[src/rtl/lab_ctrl_map.vh]
/*
  Constants for the logic array block control generator: register byte
  offsets, control field layout, reset values and source codes.
  Assumes it is included by bare name from the design files.
*/
`ifndef LAB_CTRL_MAP_VH
`define LAB_CTRL_MAP_VH

// Register byte offsets on the Avalon-MM slave
`define OFS_SEL_LO      8'h00
`define OFS_SEL_HI      8'h04
`define OFS_MODE        8'h08
`define OFS_ROUTE       8'h0C
`define OFS_STATUS      8'h10

// Each control has a 4-bit source field: bits 2:0 source, bit 3 invert
`define SRC_W           4
`define SRC_LOCAL       3'h6
`define SRC_OFF         3'h7
`define ROW_LINES       6

// Control index inside the 40-bit selection vector
`define CTL_CLK1        0
`define CTL_CLK2        1
`define CTL_ENA1        2
`define CTL_ENA2        3
`define CTL_ACLR1       4
`define CTL_ACLR2       5
`define CTL_ALOAD       6
`define CTL_SCLR        7
`define CTL_SLOAD       8
`define CTL_ADDNSUB     9
`define CTL_COUNT       10

// Reset values: every control unused, both enables tied active
`define RST_SEL_LO      32'h7777FF77
`define RST_SEL_HI      8'h77
`define RST_MODE        30'h0000_0000
`define RST_ROUTE       20'h0_0000

// Field positions in the mode, route and status registers
`define MODE_ARITH_LSB  0
`define MODE_LUTCH_LSB  10
`define MODE_REGCH_LSB  20
`define ROUTE_CLK_LSB   0
`define ROUTE_ACLR_LSB  10
`define STAT_REG_LSB    0
`define STAT_LUT_LSB    10
`define STAT_CTL_LSB    20

`endif

[src/rtl/sync_two_flop.v]
/*
  Two-flop synchroniser for a bus of independent level signals.
  Assumes each bit is a slow level from outside the mclk_in domain.
*/
`timescale 1ns/10ps

module sync_two_flop #(
  parameter WIDTH = 1
) (
  input  wire             mclk_in,
  input  wire             rst_n_in,
  input  wire [WIDTH-1:0] async_in,
  output wire [WIDTH-1:0] sync_out
);

  reg [WIDTH-1:0] meta_q;
  reg [WIDTH-1:0] stable_q;

  // First stage feeds only the second stage
  always @(posedge mclk_in) begin
    if (!rst_n_in) begin
      meta_q   <= {WIDTH{1'b0}};
      stable_q <= {WIDTH{1'b0}};
    end else begin
      meta_q   <= async_in;
      stable_q <= meta_q;
    end
  end

  assign sync_out = stable_q;

endmodule // sync_two_flop

[src/rtl/logic_element_cell.v]
/*
  One logic element: a small LUT function, carry logic and a register
  with clear, load and chain inputs.
  Assumes all inputs are on mclk_in and that the block clock arrives as
  a one-cycle tick enable from the control generator.
*/
`timescale 1ns/10ps

module logic_element_cell (
  input  wire mclk_in,
  input  wire rst_n_in,
  input  wire tick_in,
  input  wire aclr_in,
  input  wire aload_in,
  input  wire adata_in,
  input  wire sclr_in,
  input  wire sload_in,
  input  wire a_in,
  input  wire b_in,
  input  wire carry_in,
  input  wire arith_in,
  input  wire lut_chain_in,
  input  wire use_lut_chain_in,
  input  wire reg_chain_in,
  input  wire use_reg_chain_in,
  output wire lut_out,
  output wire carry_out,
  output wire q_out
);

  reg  q_q;
  wire chain_term;
  wire reg_d;

  // Arithmetic gives a sum bit; normal mode cascades a parity term
  assign chain_term = use_lut_chain_in & lut_chain_in;
  assign lut_out    = arith_in ? (a_in ^ b_in ^ carry_in)
                               : (a_in ^ b_in ^ chain_term);
  assign carry_out  = (a_in & b_in) | (carry_in & (a_in ^ b_in));

  // Register data comes from the LUT or from the neighbour register
  assign reg_d = use_reg_chain_in ? reg_chain_in : lut_out;

  // Clear and load act at once; clock-gated actions wait for the tick
  always @(posedge mclk_in) begin
    if (!rst_n_in) begin
      q_q <= 1'b0;
    end else if (aclr_in) begin
      q_q <= 1'b0;
    end else if (aload_in) begin
      q_q <= adata_in;
    end else if (tick_in) begin
      if (sclr_in) begin
        q_q <= 1'b0;
      end else if (sload_in) begin
        q_q <= adata_in;
      end else begin
        q_q <= reg_d;
      end
    end
  end

  assign q_out = q_q;

endmodule // logic_element_cell

[src/rtl/lab_control_signal_gen.v]
/*
  Control signal generator for one logic_array_block of ten
  logic_element cells, with an Avalon-MM register slave that selects
  each block-wide control from the row clock lines or local lines.
  Assumes one clock mclk_in, a synchronous active-low reset, and that
  row, local and data inputs come from outside this clock domain.
*/
// Implementation choices: the placing of the registers and register access over Avalon-MM.
// Summary of operation
// - Ten logic elements share one control set
// - Ten controls: clocks, enables, clears, loads, addnsub
// - Each block clock paired with its own enable
// - Both clock lines supply rising and falling edges
// - Deasserted enable suppresses its block clock
// - Async load takes data input; high gives preset
// - Controls chosen from row clocks five..zero, local
// - Addnsub makes each element add or subtract
// - LUT chain passes LUT output to neighbour
// - Register chain shifts register into neighbour
// - Subtract inverts B and forces first carry
// - Sync clear and load act block-wide on edge
`timescale 1ns/10ps
`include "lab_ctrl_map.vh"

module lab_control_signal_gen #(
  parameter ELEMENTS = 10
) (
  input  wire                 mclk_in,
  input  wire                 rst_n_in,
  input  wire [7:0]           avs_address_in,
  input  wire                 avs_read_in,
  input  wire                 avs_write_in,
  input  wire [31:0]          avs_writedata_in,
  output wire [31:0]          avs_readdata_out,
  output wire                 avs_waitrequest_out,
  input  wire [5:0]           row_clock_in,
  input  wire [9:0]           local_ctrl_in,
  input  wire [ELEMENTS-1:0]  data_a_in,
  input  wire [ELEMENTS-1:0]  data_b_in,
  input  wire [ELEMENTS-1:0]  async_data_in,
  output wire [ELEMENTS-1:0]  lut_out,
  output wire [ELEMENTS-1:0]  reg_out,
  output wire                 carry_out
);

  // Picks one control level from its source field
  // Codes 0 to 5 name a row line, 6 the control's own local line and
  // 7 a constant low; the invert bit then turns any of these around,
  // so a constant high comes from code 7 with the invert bit set
  function pick_source;
    input [`SRC_W-1:0]     sel;
    input [`ROW_LINES-1:0] row;
    input                  loc;
    reg                    lvl;
    begin
      lvl = 1'b0;
      if (sel[2:0] < `SRC_LOCAL) begin
        lvl = row[sel[2:0]];
      end else if (sel[2:0] == `SRC_LOCAL) begin
        lvl = loc;
      end
      pick_source = lvl ^ sel[3];
    end
  endfunction

  // Registers written by software
  reg  [39:0]          sel_q;
  reg  [29:0]          mode_q;
  reg  [19:0]          route_q;

  // Bus slave state
  reg                  wait_q;
  reg  [31:0]          rdata_q;
  reg  [31:0]          rdata_d;

  // Clock edge detection state
  reg  [1:0]           clk_prev_q;

  // Registered copies of element outputs
  reg  [ELEMENTS-1:0]  lut_q;
  reg                  carry_q;

  // Synchronised outside inputs
  wire [5:0]           row_s;
  wire [9:0]           local_s;
  wire [ELEMENTS-1:0]  a_s;
  wire [ELEMENTS-1:0]  b_s;
  wire [ELEMENTS-1:0]  adata_s;

  // Control levels and derived enables
  wire [`CTL_COUNT-1:0] ctl_lvl;
  wire [1:0]           clk_edge;
  wire [1:0]           tick;
  wire                 addnsub;
  wire [ELEMENTS-1:0]  b_eff;

  // Element wiring
  wire [ELEMENTS-1:0]  lut_w;
  wire [ELEMENTS-1:0]  q_w;
  wire [ELEMENTS:0]    carry_w;
  wire [ELEMENTS-1:0]  arith;
  wire [ELEMENTS-1:0]  use_lut_chain;
  wire [ELEMENTS-1:0]  use_reg_chain;
  wire [ELEMENTS-1:0]  clk_route;
  wire [ELEMENTS-1:0]  aclr_route;

  // Bus request decode
  wire                 req;
  wire                 do_write;

  // Row clock and local lines cross into mclk_in
  // Each bit is synchronised on its own; a row line that changes while
  // another source is selected costs nothing, and a selected line is
  // seen two cycles after its pin moves
  sync_two_flop #(
    .WIDTH (16)
  ) u_sync_ctrl (
    .mclk_in  (mclk_in),
    .rst_n_in (rst_n_in),
    .async_in ({local_ctrl_in, row_clock_in}),
    .sync_out ({local_s, row_s})
  );

  // Element data inputs cross into mclk_in
  // Data and block clock share the same two-cycle delay, so a data
  // change made with a row line edge still meets that edge
  sync_two_flop #(
    .WIDTH (3 * ELEMENTS)
  ) u_sync_data (
    .mclk_in  (mclk_in),
    .rst_n_in (rst_n_in),
    .async_in ({async_data_in, data_b_in, data_a_in}),
    .sync_out ({adata_s, b_s, a_s})
  );

  // Avalon-MM slave: answer one cycle after the request is seen
  // Waitrequest idles high and drops for exactly one cycle per access,
  // so every read or write takes two cycles and back-to-back requests
  // never overlap; a master that holds its request past the answer
  // simply starts a second access
  assign req      = avs_read_in | avs_write_in;
  assign do_write = avs_write_in & ~wait_q;

  always @(posedge mclk_in) begin
    if (!rst_n_in) begin
      wait_q <= 1'b1;
    end else if (req && wait_q) begin
      wait_q <= 1'b0;
    end else begin
      wait_q <= 1'b1;
    end
  end

  // Read data selection; unmapped offsets read as zero
  // The status word shows live control levels, the registered LUT
  // results and the element registers side by side
  always @* begin
    rdata_d = 32'h0000_0000;
    case (avs_address_in)
      `OFS_SEL_LO: begin
        rdata_d = sel_q[31:0];
      end
      `OFS_SEL_HI: begin
        rdata_d = {24'h00_0000, sel_q[39:32]};
      end
      `OFS_MODE: begin
        rdata_d = {2'h0, mode_q};
      end
      `OFS_ROUTE: begin
        rdata_d = {12'h000, route_q};
      end
      `OFS_STATUS: begin
        rdata_d = {2'h0, ctl_lvl, lut_q, q_w};
      end
      default: begin
        rdata_d = 32'h0000_0000;
      end
    endcase
  end

  // Read data is captured while waitrequest is still high
  always @(posedge mclk_in) begin
    if (!rst_n_in) begin
      rdata_q <= 32'h0000_0000;
    end else if (avs_read_in && wait_q) begin
      rdata_q <= rdata_d;
    end
  end

  // Writes land on the edge where waitrequest is low
  // The two selection halves are written independently; software that
  // moves a control between halves should expect at least two mixed cycles
  always @(posedge mclk_in) begin
    if (!rst_n_in) begin
      sel_q   <= {`RST_SEL_HI, `RST_SEL_LO};
      mode_q  <= `RST_MODE;
      route_q <= `RST_ROUTE;
    end else if (do_write) begin
      case (avs_address_in)
        `OFS_SEL_LO: begin
          sel_q[31:0] <= avs_writedata_in;
        end
        `OFS_SEL_HI: begin
          sel_q[39:32] <= avs_writedata_in[7:0];
        end
        `OFS_MODE: begin
          mode_q <= avs_writedata_in[29:0];
        end
        `OFS_ROUTE: begin
          route_q <= avs_writedata_in[19:0];
        end
        default: begin
          mode_q <= mode_q;
        end
      endcase
    end
  end

  assign avs_waitrequest_out = wait_q;
  assign avs_readdata_out    = rdata_q;

  // Ten control levels, one per source field, all block-wide
  // Every control is resolved once here and fanned out to all elements,
  // so no element can see a different version of a shared control
  genvar c;
  generate
    for (c = 0; c < `CTL_COUNT; c = c + 1) begin : g_ctl
      assign ctl_lvl[c] = pick_source(sel_q[c*`SRC_W +: `SRC_W],
                                      row_s, local_s[c]);
    end
  endgenerate

  // Previous block clock levels for edge detection
  // Starting from low means a clock source already high at release
  // gives one tick; software selects clock sources after reset anyway
  always @(posedge mclk_in) begin
    if (!rst_n_in) begin
      clk_prev_q <= 2'h0;
    end else begin
      clk_prev_q <= {ctl_lvl[`CTL_CLK2], ctl_lvl[`CTL_CLK1]};
    end
  end

  // Invert bit turns a rising detector into a falling one, so one row
  // line driven on both block clocks serves both edges
  assign clk_edge = {ctl_lvl[`CTL_CLK2], ctl_lvl[`CTL_CLK1]}
                    & ~clk_prev_q;

  // Each block clock is gated only by its own enable, as a tick
  // No clock is ever gated: the enable only masks the one-cycle tick,
  // so a dropped enable simply loses the edges that fall while low
  assign tick[0] = clk_edge[0] & ctl_lvl[`CTL_ENA1];
  assign tick[1] = clk_edge[1] & ctl_lvl[`CTL_ENA2];

  // Subtraction inverts B and sets the first carry in
  // Element 0 holds the least significant bit; the same control both
  // inverts B and supplies the extra one of the two's complement
  assign addnsub    = ctl_lvl[`CTL_ADDNSUB];
  assign b_eff      = b_s ^ {ELEMENTS{addnsub}};
  assign carry_w[0] = addnsub;

  // Per-element mode and routing fields
  assign arith         = mode_q[`MODE_ARITH_LSB +: ELEMENTS];
  assign use_lut_chain = mode_q[`MODE_LUTCH_LSB +: ELEMENTS];
  assign use_reg_chain = mode_q[`MODE_REGCH_LSB +: ELEMENTS];
  assign clk_route     = route_q[`ROUTE_CLK_LSB +: ELEMENTS];
  assign aclr_route    = route_q[`ROUTE_ACLR_LSB +: ELEMENTS];

  // The ten elements share the same control set
  // Element 0 has no neighbour below it, so both of its chain inputs
  // are tied low; a register shift therefore fills with zeros
  genvar e;
  generate
    for (e = 0; e < ELEMENTS; e = e + 1) begin : g_le
      wire lut_prev;
      wire q_prev;
      if (e == 0) begin : g_first
        assign lut_prev = 1'b0;
        assign q_prev   = 1'b0;
      end else begin : g_next
        assign lut_prev = lut_w[e-1];
        assign q_prev   = q_w[e-1];
      end
      logic_element_cell u_cell (
        .mclk_in          (mclk_in),
        .rst_n_in         (rst_n_in),
        .tick_in          (clk_route[e] ? tick[1] : tick[0]),
        .aclr_in          (aclr_route[e] ? ctl_lvl[`CTL_ACLR2]
                                         : ctl_lvl[`CTL_ACLR1]),
        .aload_in         (ctl_lvl[`CTL_ALOAD]),
        .adata_in         (adata_s[e]),
        .sclr_in          (ctl_lvl[`CTL_SCLR]),
        .sload_in         (ctl_lvl[`CTL_SLOAD]),
        .a_in             (a_s[e]),
        .b_in             (b_eff[e]),
        .carry_in         (carry_w[e]),
        .arith_in         (arith[e]),
        .lut_chain_in     (lut_prev),
        .use_lut_chain_in (use_lut_chain[e]),
        .reg_chain_in     (q_prev),
        .use_reg_chain_in (use_reg_chain[e]),
        .lut_out          (lut_w[e]),
        .carry_out        (carry_w[e+1]),
        .q_out            (q_w[e])
      );
    end
  endgenerate

  // LUT results and final carry are registered before leaving
  // This adds one cycle to the combinational results but keeps every
  // output of the block on a flip-flop
  always @(posedge mclk_in) begin
    if (!rst_n_in) begin
      lut_q   <= {ELEMENTS{1'b0}};
      carry_q <= 1'b0;
    end else begin
      lut_q   <= lut_w;
      carry_q <= carry_w[ELEMENTS];
    end
  end

  assign lut_out   = lut_q;
  assign reg_out   = q_w;
  assign carry_out = carry_q;

endmodule // lab_control_signal_gen

[config.mk]
export PLATFORM = sky130hd
export DESIGN_NAME = lab_control_signal_gen
export DESIGN_NICKNAME = d
export VERILOG_FILES = /design/src/rtl/sync_two_flop.v /design/src/rtl/logic_element_cell.v /design/src/rtl/lab_control_signal_gen.v
export VERILOG_INCLUDE_DIRS = /design/src /design/src/rtl
export SDC_FILE = /design/constraint.sdc
export NUM_CORES = 1
export LEC_CHECK = 0
export ABC_AREA = 0
export BUFFER_PORTS_ARGS = -buffer_cell sky130_fd_sc_hd__buf_4
export CAP_MARGIN = 20
export CORE_MARGIN = 2
export CORE_UTILIZATION = 50
export CTS_BUF_LIST = sky130_fd_sc_hd__clkbuf_4
export DETAILED_ROUTE_END_ITERATION = 8
export GPL_TIMING_DRIVEN = 0
export PLACE_DENSITY_LB_ADDON = 0.12
export SLEW_MARGIN = 15
export SYNTH_ARGS = -nofsm -noshare
export SYNTH_HDL_FRONTEND = slang
export SYNTH_SLANG_ARGS = --single-unit
[constraint.sdc]
create_clock -name mclk_in -period 5.2 [get_ports mclk_in]
set_input_delay 1.04 -clock mclk_in [delete_from_list [all_inputs] [get_ports mclk_in]]
set_output_delay 1.04 -clock mclk_in [all_outputs]
set_load 0.01 [all_outputs]
# After elaboration in Yosys (flattened, before gate mapping)
# Index checks and enable logic that the tools add are counted.
# totals
out_inout_bits	54
wordCells	293
register_bits	238
# classes
n_lt_le_gt_ge	20
reduce_logical	27
bitwise_logic	87
eq_ne	14
mux	122
# op_table
operator	count
$pmux W32 S5	1
$mux W1	111
$lt A3 B4 Y1 const B	10
$xor A1 B1 Y1	39
$and A1 B1 Y1	32
$bmux W1 S3	10
$eq A3 B3 Y1 const B	10
$lt A3 B3 Y1 const B	10
$reduce_bool A2 Y1	10
$reduce_or A2 Y1	10
$eq A8 B4 Y1 const B	2
$or A1 B1 Y1	11
$xor A10 B10 Y10	1
$eq A8 B3 Y1 const B	1
$eq A8 B5 Y1 const B	1
$logic_not A8 Y1	1
$reduce_and A2 Y1	4
$and A2 B2 Y2	1
$logic_and A1 B1 Y1	2
$not A1 Y1	2
$not A2 Y2	1

# Depth between registers and ports, before layout
# depth
depth_word	40
ltp_mapped	19

# Modules after synthesis
# From an unflattened synthesis, not the netlist that was laid out.
# unflattened
cells_unflattened	1130
area_unflattened_um2	11040.6
# by_module_without_submodules
module	n_inst	area_each_um2	cells_each	seq_area_each_um2
lab_control_signal_gen	1	6914.1	757	2722.6
sync_two_flop at u_sync_data	1	1666.6	126	1201.2
logic_element_cell	10	156.4	18	20.0
sync_two_flop at u_sync_ctrl	1	895.9	67	640.6

# Least setup slack after synthesis
# Ideal clock, no wire load.
# synth_path
path_type	reg2reg
from	register sel_q[38]
to	register g_le[8].u_cell.q_q
stages_incl_launch_ff	18
t_arrival_ns	5.431
required_ns	5.084
setup_time_ns	0.116
path_slack_ns	-0.347
n_path_buf	0
path_cell_list	dfxtp_1 > mux2_2 > mux4_2 > xnor2_1 > xnor2_1 > ha_1 > a31o_2 > a21o_1 > a221oi_1 > a211oi_1 > or4_4 > a41oi_4 > mux2i_1 > a211oi_2 > xnor2_1 > mux2i_2 > o311a_1 > o21ai_1
# synth_via
elab_chain_cells	37
elab_cells_between_ends	80
# synth_lines
element	line	text
start: declaration	lab_control_signal_gen.v:67	reg [39:0] sel_q;
start signal: assignment	lab_control_signal_gen.v:195	sel_q <= {`RST_SEL_HI, `RST_SEL_LO};
start signal: assignment	lab_control_signal_gen.v:204	sel_q[39:32] <= avs_writedata_in[7:0];
$bmux W1 S3 or $eq A3 B3 Y1 (tied branches)	n/a	
$mux W1, on equally long branches	lab_control_signal_gen.v:58, lab_control_signal_gen.v:59	
$mux W1 (*)	lab_control_signal_gen.v:57	if (sel[2:0] < `SRC_LOCAL) begin
$xor A1 B1 Y1 (*)	lab_control_signal_gen.v:62	pick_source = lvl ^ sel[3];
$xor A10 B10 Y10	lab_control_signal_gen.v:259	assign b_eff = b_s ^ {ELEMENTS{addnsub}};
$xor A1 B1 Y1	logic_element_cell.v:37, logic_element_cell.v:38, logic_element_cell.v:39	
$xor A1 B1 Y1	logic_element_cell.v:37	assign lut_out = arith_in ? (a_in ^ b_in ^ carry_in)
$mux W1	logic_element_cell.v:37	
[21 not listed]	n/a	
$and A1 B1 Y1	logic_element_cell.v:36	assign chain_term = use_lut_chain_in & lut_chain_in;
$xor A1 B1 Y1	logic_element_cell.v:38	: (a_in ^ b_in ^ chain_term);
$mux W1 (*)	logic_element_cell.v:37	
$mux W1 (*)	logic_element_cell.v:42	assign reg_d = use_reg_chain_in ? reg_chain_in : lut_out;
$mux W1 (*)	logic_element_cell.v:55	end else if (sload_in) begin
$mux W1 (*)	logic_element_cell.v:53	if (sclr_in) begin
$mux W1 (*)	logic_element_cell.v:52	end else if (tick_in) begin
$mux W1 (*)	logic_element_cell.v:50	end else if (aload_in) begin
end signal: assignment	logic_element_cell.v:51	q_q <= adata_in;
end signal: assignment	logic_element_cell.v:56	q_q <= adata_in;
end signal: assignment	logic_element_cell.v:58	q_q <= reg_d;
end: declaration	logic_element_cell.v:31	reg q_q;
# Every way passes the cells marked *; elsewhere a longest branch is shown, timed or not. The select of a mux whose other input is x is not followed.
# A chain may end at the register's enable or synchronous reset.

# Worst setup path in the final report
# layout_path
from	register sel_q[38]
to	register g_le[7].u_cell.q_q
# layout_via
elab_chain_cells	34
elab_cells_between_ends	72
# layout_lines
element	line
$bmux W1 S3 or $eq A3 B3 Y1 (tied branches)	n/a
$mux W1, on equally long branches	lab_control_signal_gen.v:58, lab_control_signal_gen.v:59
$mux W1 (*)	lab_control_signal_gen.v:57
$xor A1 B1 Y1 (*)	lab_control_signal_gen.v:62
$xor A10 B10 Y10	lab_control_signal_gen.v:259
$xor A1 B1 Y1	logic_element_cell.v:37, logic_element_cell.v:38, logic_element_cell.v:39
$xor A1 B1 Y1	logic_element_cell.v:37
$mux W1	logic_element_cell.v:37
[18 not listed]	n/a
$and A1 B1 Y1	logic_element_cell.v:36
$xor A1 B1 Y1	logic_element_cell.v:38
$mux W1 (*)	logic_element_cell.v:37
$mux W1 (*)	logic_element_cell.v:42
$mux W1 (*)	logic_element_cell.v:55
$mux W1 (*)	logic_element_cell.v:53
$mux W1 (*)	logic_element_cell.v:52
$mux W1 (*)	logic_element_cell.v:50
end signal: assignment	logic_element_cell.v:51
end signal: assignment	logic_element_cell.v:56
end signal: assignment	logic_element_cell.v:58
end: declaration	logic_element_cell.v:31
# Marked as above.

==> impl_metrics.py <==
metrics = {
    "status": {
        "status": "finished, final reports clean",
    },
    "timing": {
        "rsz0062_at_grt": "true",
        "hold_violations": 0,
        "slew_headroom_pct": 23.32,
        "holdWs_ns": 0.4214,
        "drv_slew": 0,
        "fin_crit_sh_pct": 97.93,
        "fmax_mhz": 196.4,
        "setup_viol": 0,
        "final.setup.tns_ns": 0,
        "layout_min_cycle_time_ns": 5.092,
        "fin_skew_ns": 0.05067,
        "tightest_slew_ns": 1.145,
    },
    "clocking": {
        "clockBufferDepth": 3,
        "clock_sinks": 238,
        "clk_pin_slew_ns": 0.07,
        "cts_inserted_buffers": 60,
        "clk_root_buffer_cell": "clkbuf_4",
        "cts_tree": "done",
        "clk_latency_ns": 0.71,
        "htreeDepth": 2,
        "cts_hold_buf": 0,
    },
    "die": {
        "die_height_um": 147.5,
        "io_pins": 144,
        "row_count": 52,
        "die_w_um": 147.5,
        "initial_core_util_pct": 50.87,
        "core_area_um2": 20230,
        "die_area_um2": 21750,
    },
    "setup_path": {
        "cpLargestDelayFamily": "multiplexers",
        "cp_slowest_stage_delay_ns": 0.56,
        "critPathKind": "reg -> reg",
        "cp.arrival_ns": 5.64,
        "worstSetupStartpointType": "flip-flop",
        "endpoint_kind": "flip-flop",
        "crit_fanout": 6,
        "critical_path_required_ns": 5.74,
        "cpMaxStageDelayCell": "mux4_2",
        "worst-path-buf-inv": 1,
        "path_cells": "mux2_4 -> mux4_2 -> xnor2_4 -> xnor2_1 -> ha_1 -> and4_4 -> a211oi_4 -> mux2i_2 -> a211oi_2 -> or4_4 -> a41oi_4 -> mux2i_2 -> a211oi_2 -> xnor2_2 -> buf_4 -> mux2_2 -> o211ai_1 -> a31oi_1",
    },
    "routing": {
        "routed_wl_um": 33130,
        "final_antenna_net_count": 0,
        "wl_per_cell_um": 19.11,
        "drc": 0,
        "via_count": 9671,
        "firstDrtPassIters": 6,
        "initialDrtViolationCount": 915,
        "avgViaCountPerCell": 5.577,
    },
    "logic_synthesis": {
        "avgSynthCellArea_um2": 8.541,
        "synth_top_area_share_pct": 46.29,
        "synth_seq_cells": 238,
        "synth_top_cell_by_area": "dfxtp_1",
        "async_reset_ff_share_pct": 0,
        "syn_area_um2": 10290,
        "synth_ff_type": "dfxtp_1",
        "yosys-top-cells-area": "dfxtp_1 (46%), nand2_1 (8.8%), and2_1 (6.1%)",
        "synthCells": 1205,
        "ys_seq_area_share_pct": 46.29,
        "synth.distinct_cells": 56,
        "synth_edf_count": 0,
        "yosysWarningCount": 0,
        "syn_nets": 1304,
    },
    "power_and_ir_drop": {
        "p_sw_share_pct": 25.27,
        "switching_power_w": 0.0009492,
        "p_per_area_nw_per_um2": 296.8,
        "seqPwrFrac_pct": 50.5,
        "power.total_w": 0.003756,
        "clock_power_share_pct": 41.7,
        "peakVddDrop_mv": 0.1638,
        "combPwrFrac_pct": 7.8,
        "p_int_w": 0.002807,
        "p_leak_nw": 5.290,
    },
    "global_route": {
        "grt_use_total_pct": 30.11,
        "grt-ovfl-total": 0,
        "grt_max_degree": 16,
        "grt_pass1_vias": 8991,
        "grt_pass1_wl_um": 50260,
        "antenna_found_initial": 1,
    },
    "min_path": {
        "hp-class": "reg -> reg",
    },
    "final_layout": {
        "layout_commonest_cell": "nand2_1",
        "nNetsFinal": 1517,
        "layout-area-overhead-vs-synth_pct": 22.95,
        "design_area_um2": 12650,
        "drive_gt1_share_pct": 20.31,
        "layout_common_cells": "nand2_1 (241), dfxtp_1 (232), buf_4 (161)",
    },
    "flow_run": {
        "max-cap-violations": 0,
    },
    "placed_design": {
        "placed_cell_area_um2": 11710,
        "gp_congestion": 0.9609,
        "dp.final_hpwl_um": 24570,
        "io_buffers": 140,
    },
}
## metal layers
metal / part of all wire, % / GRT usage (%)
met1: 43 / 41.60
met2: 45 / 46.54
met3: 9.0 / 6.759
met4: 3.1 / 10.82
met5: 0 / 0
## kinds of logic after synthesis
family / Yosys count / synth area share, %
buffers and inverters: 94 / 3.805
and+or+nand+nor: 521 / 23.52
adders and majority gates: 9 / 1.094
AOI/OAI and AO/OA: 246 / 14.76
muxes: 68 / 8.060
xor gates and xnor gates: 29 / 2.468
DFF: 238 / 46.29
## sequential cells by signal (all words and copies together), names as in the netlist
name,count
carry_out,1
sel_q,40
clk_prev_q,2
lut_out,10
avs_waitrequest_out,1
u_sync_ctrl.sync_out,16
mode_q,30
g_le.u_cell.q_out,10
u_sync_data.sync_out,30
route_q,20
u_sync_ctrl.meta_q,16
u_sync_data.meta_q,30
avs_readdata_out,32
## synthesized netlist by cell type, types with 11 or more instances
cell type,instances
and2_1,101
dfxtp_1,238
clkbuf_1,66
xor2_1,11
o21ai_0,58
nor3_1,13
nand3_1,44
a21oi_1,97
o211ai_1,26
nor2_1,79
mux2i_1,47
nand2_1,241
xnor2_1,18
o221ai_1,15
inv_1,13
a22oi_1,16
## power groups by stage
stage | Sequential [W] | Combinational [W] | Clock [W]
3_5_place_dp | 0.00194 | 0.000283 | 0
6_report | 0.00190 | 0.000293 | 0.00157
2_1_floorplan | 0.00194 | 0.000138 | 0
4_1_cts | 0.00190 | 0.000287 | 0.00158
5_1_grt | 0.00190 | 0.000316 | 0.00169
3_3_place_gp | 0.00194 | 0.000280 | 0
## through the flow
| step | cells | util, % | worst slack, ns |
|---|---|---|---|
| 5_1_grt | 1733 | 62.53 | -0.07734 |
| 4_1_cts | 1725 | 61.89 | 0.006031 |
| 3_5_place_dp | 1615 | 57.85 | -0.9603 |
| 6_report | 1734 | 62.54 | 0.1077 |
| 2_1_floorplan | 1205 | - | 0.08392 |
| 3_3_place_gp | 1615 | 57.82 | -0.9340 |
## layout make-up
class | count | area, um^2
Clock buffer | 85 | 638.1
Inverter | 13 | 48.80
Buffer | 80 | 345.3
Timing Repair Buffer | 152 | 1154
Antenna cell | 2 | 5.005
Multi-Input combinational cell | 873 | 5241
Clock inverter | 21 | 107.6
Fill cell | 1870 | 7580
Sequential cell | 238 | 4777
Tap cell | 270 | 337.8
## path summary, 6_finish.rpt
kind / from / endpoint / slack (ns) / cells after the start
worst max-delay path: sel_q[38] / g_le[7].u_cell.q_out / 0.11 / 18
worst min-delay path: u_sync_ctrl.meta_q[14] / u_sync_ctrl.sync_out[14] / 0.42 / 1
worst min register to register: u_sync_ctrl.meta_q[14] / u_sync_ctrl.sync_out[14] / 0.42 / 1
worst max register to register: sel_q[38] / g_le[7].u_cell.q_out / 0.11 / 18
## timing repair
| item | 4_1_cts | 5_1_grt |
|---|---|---|
| endpoints found under the setup margin | 9 | 6 |
| resized for setup | 9 | 20 |
| buffers inserted | 5 | 7 |
| pin swaps | 4 | 15 |
(Power assumes the default switching activity.)
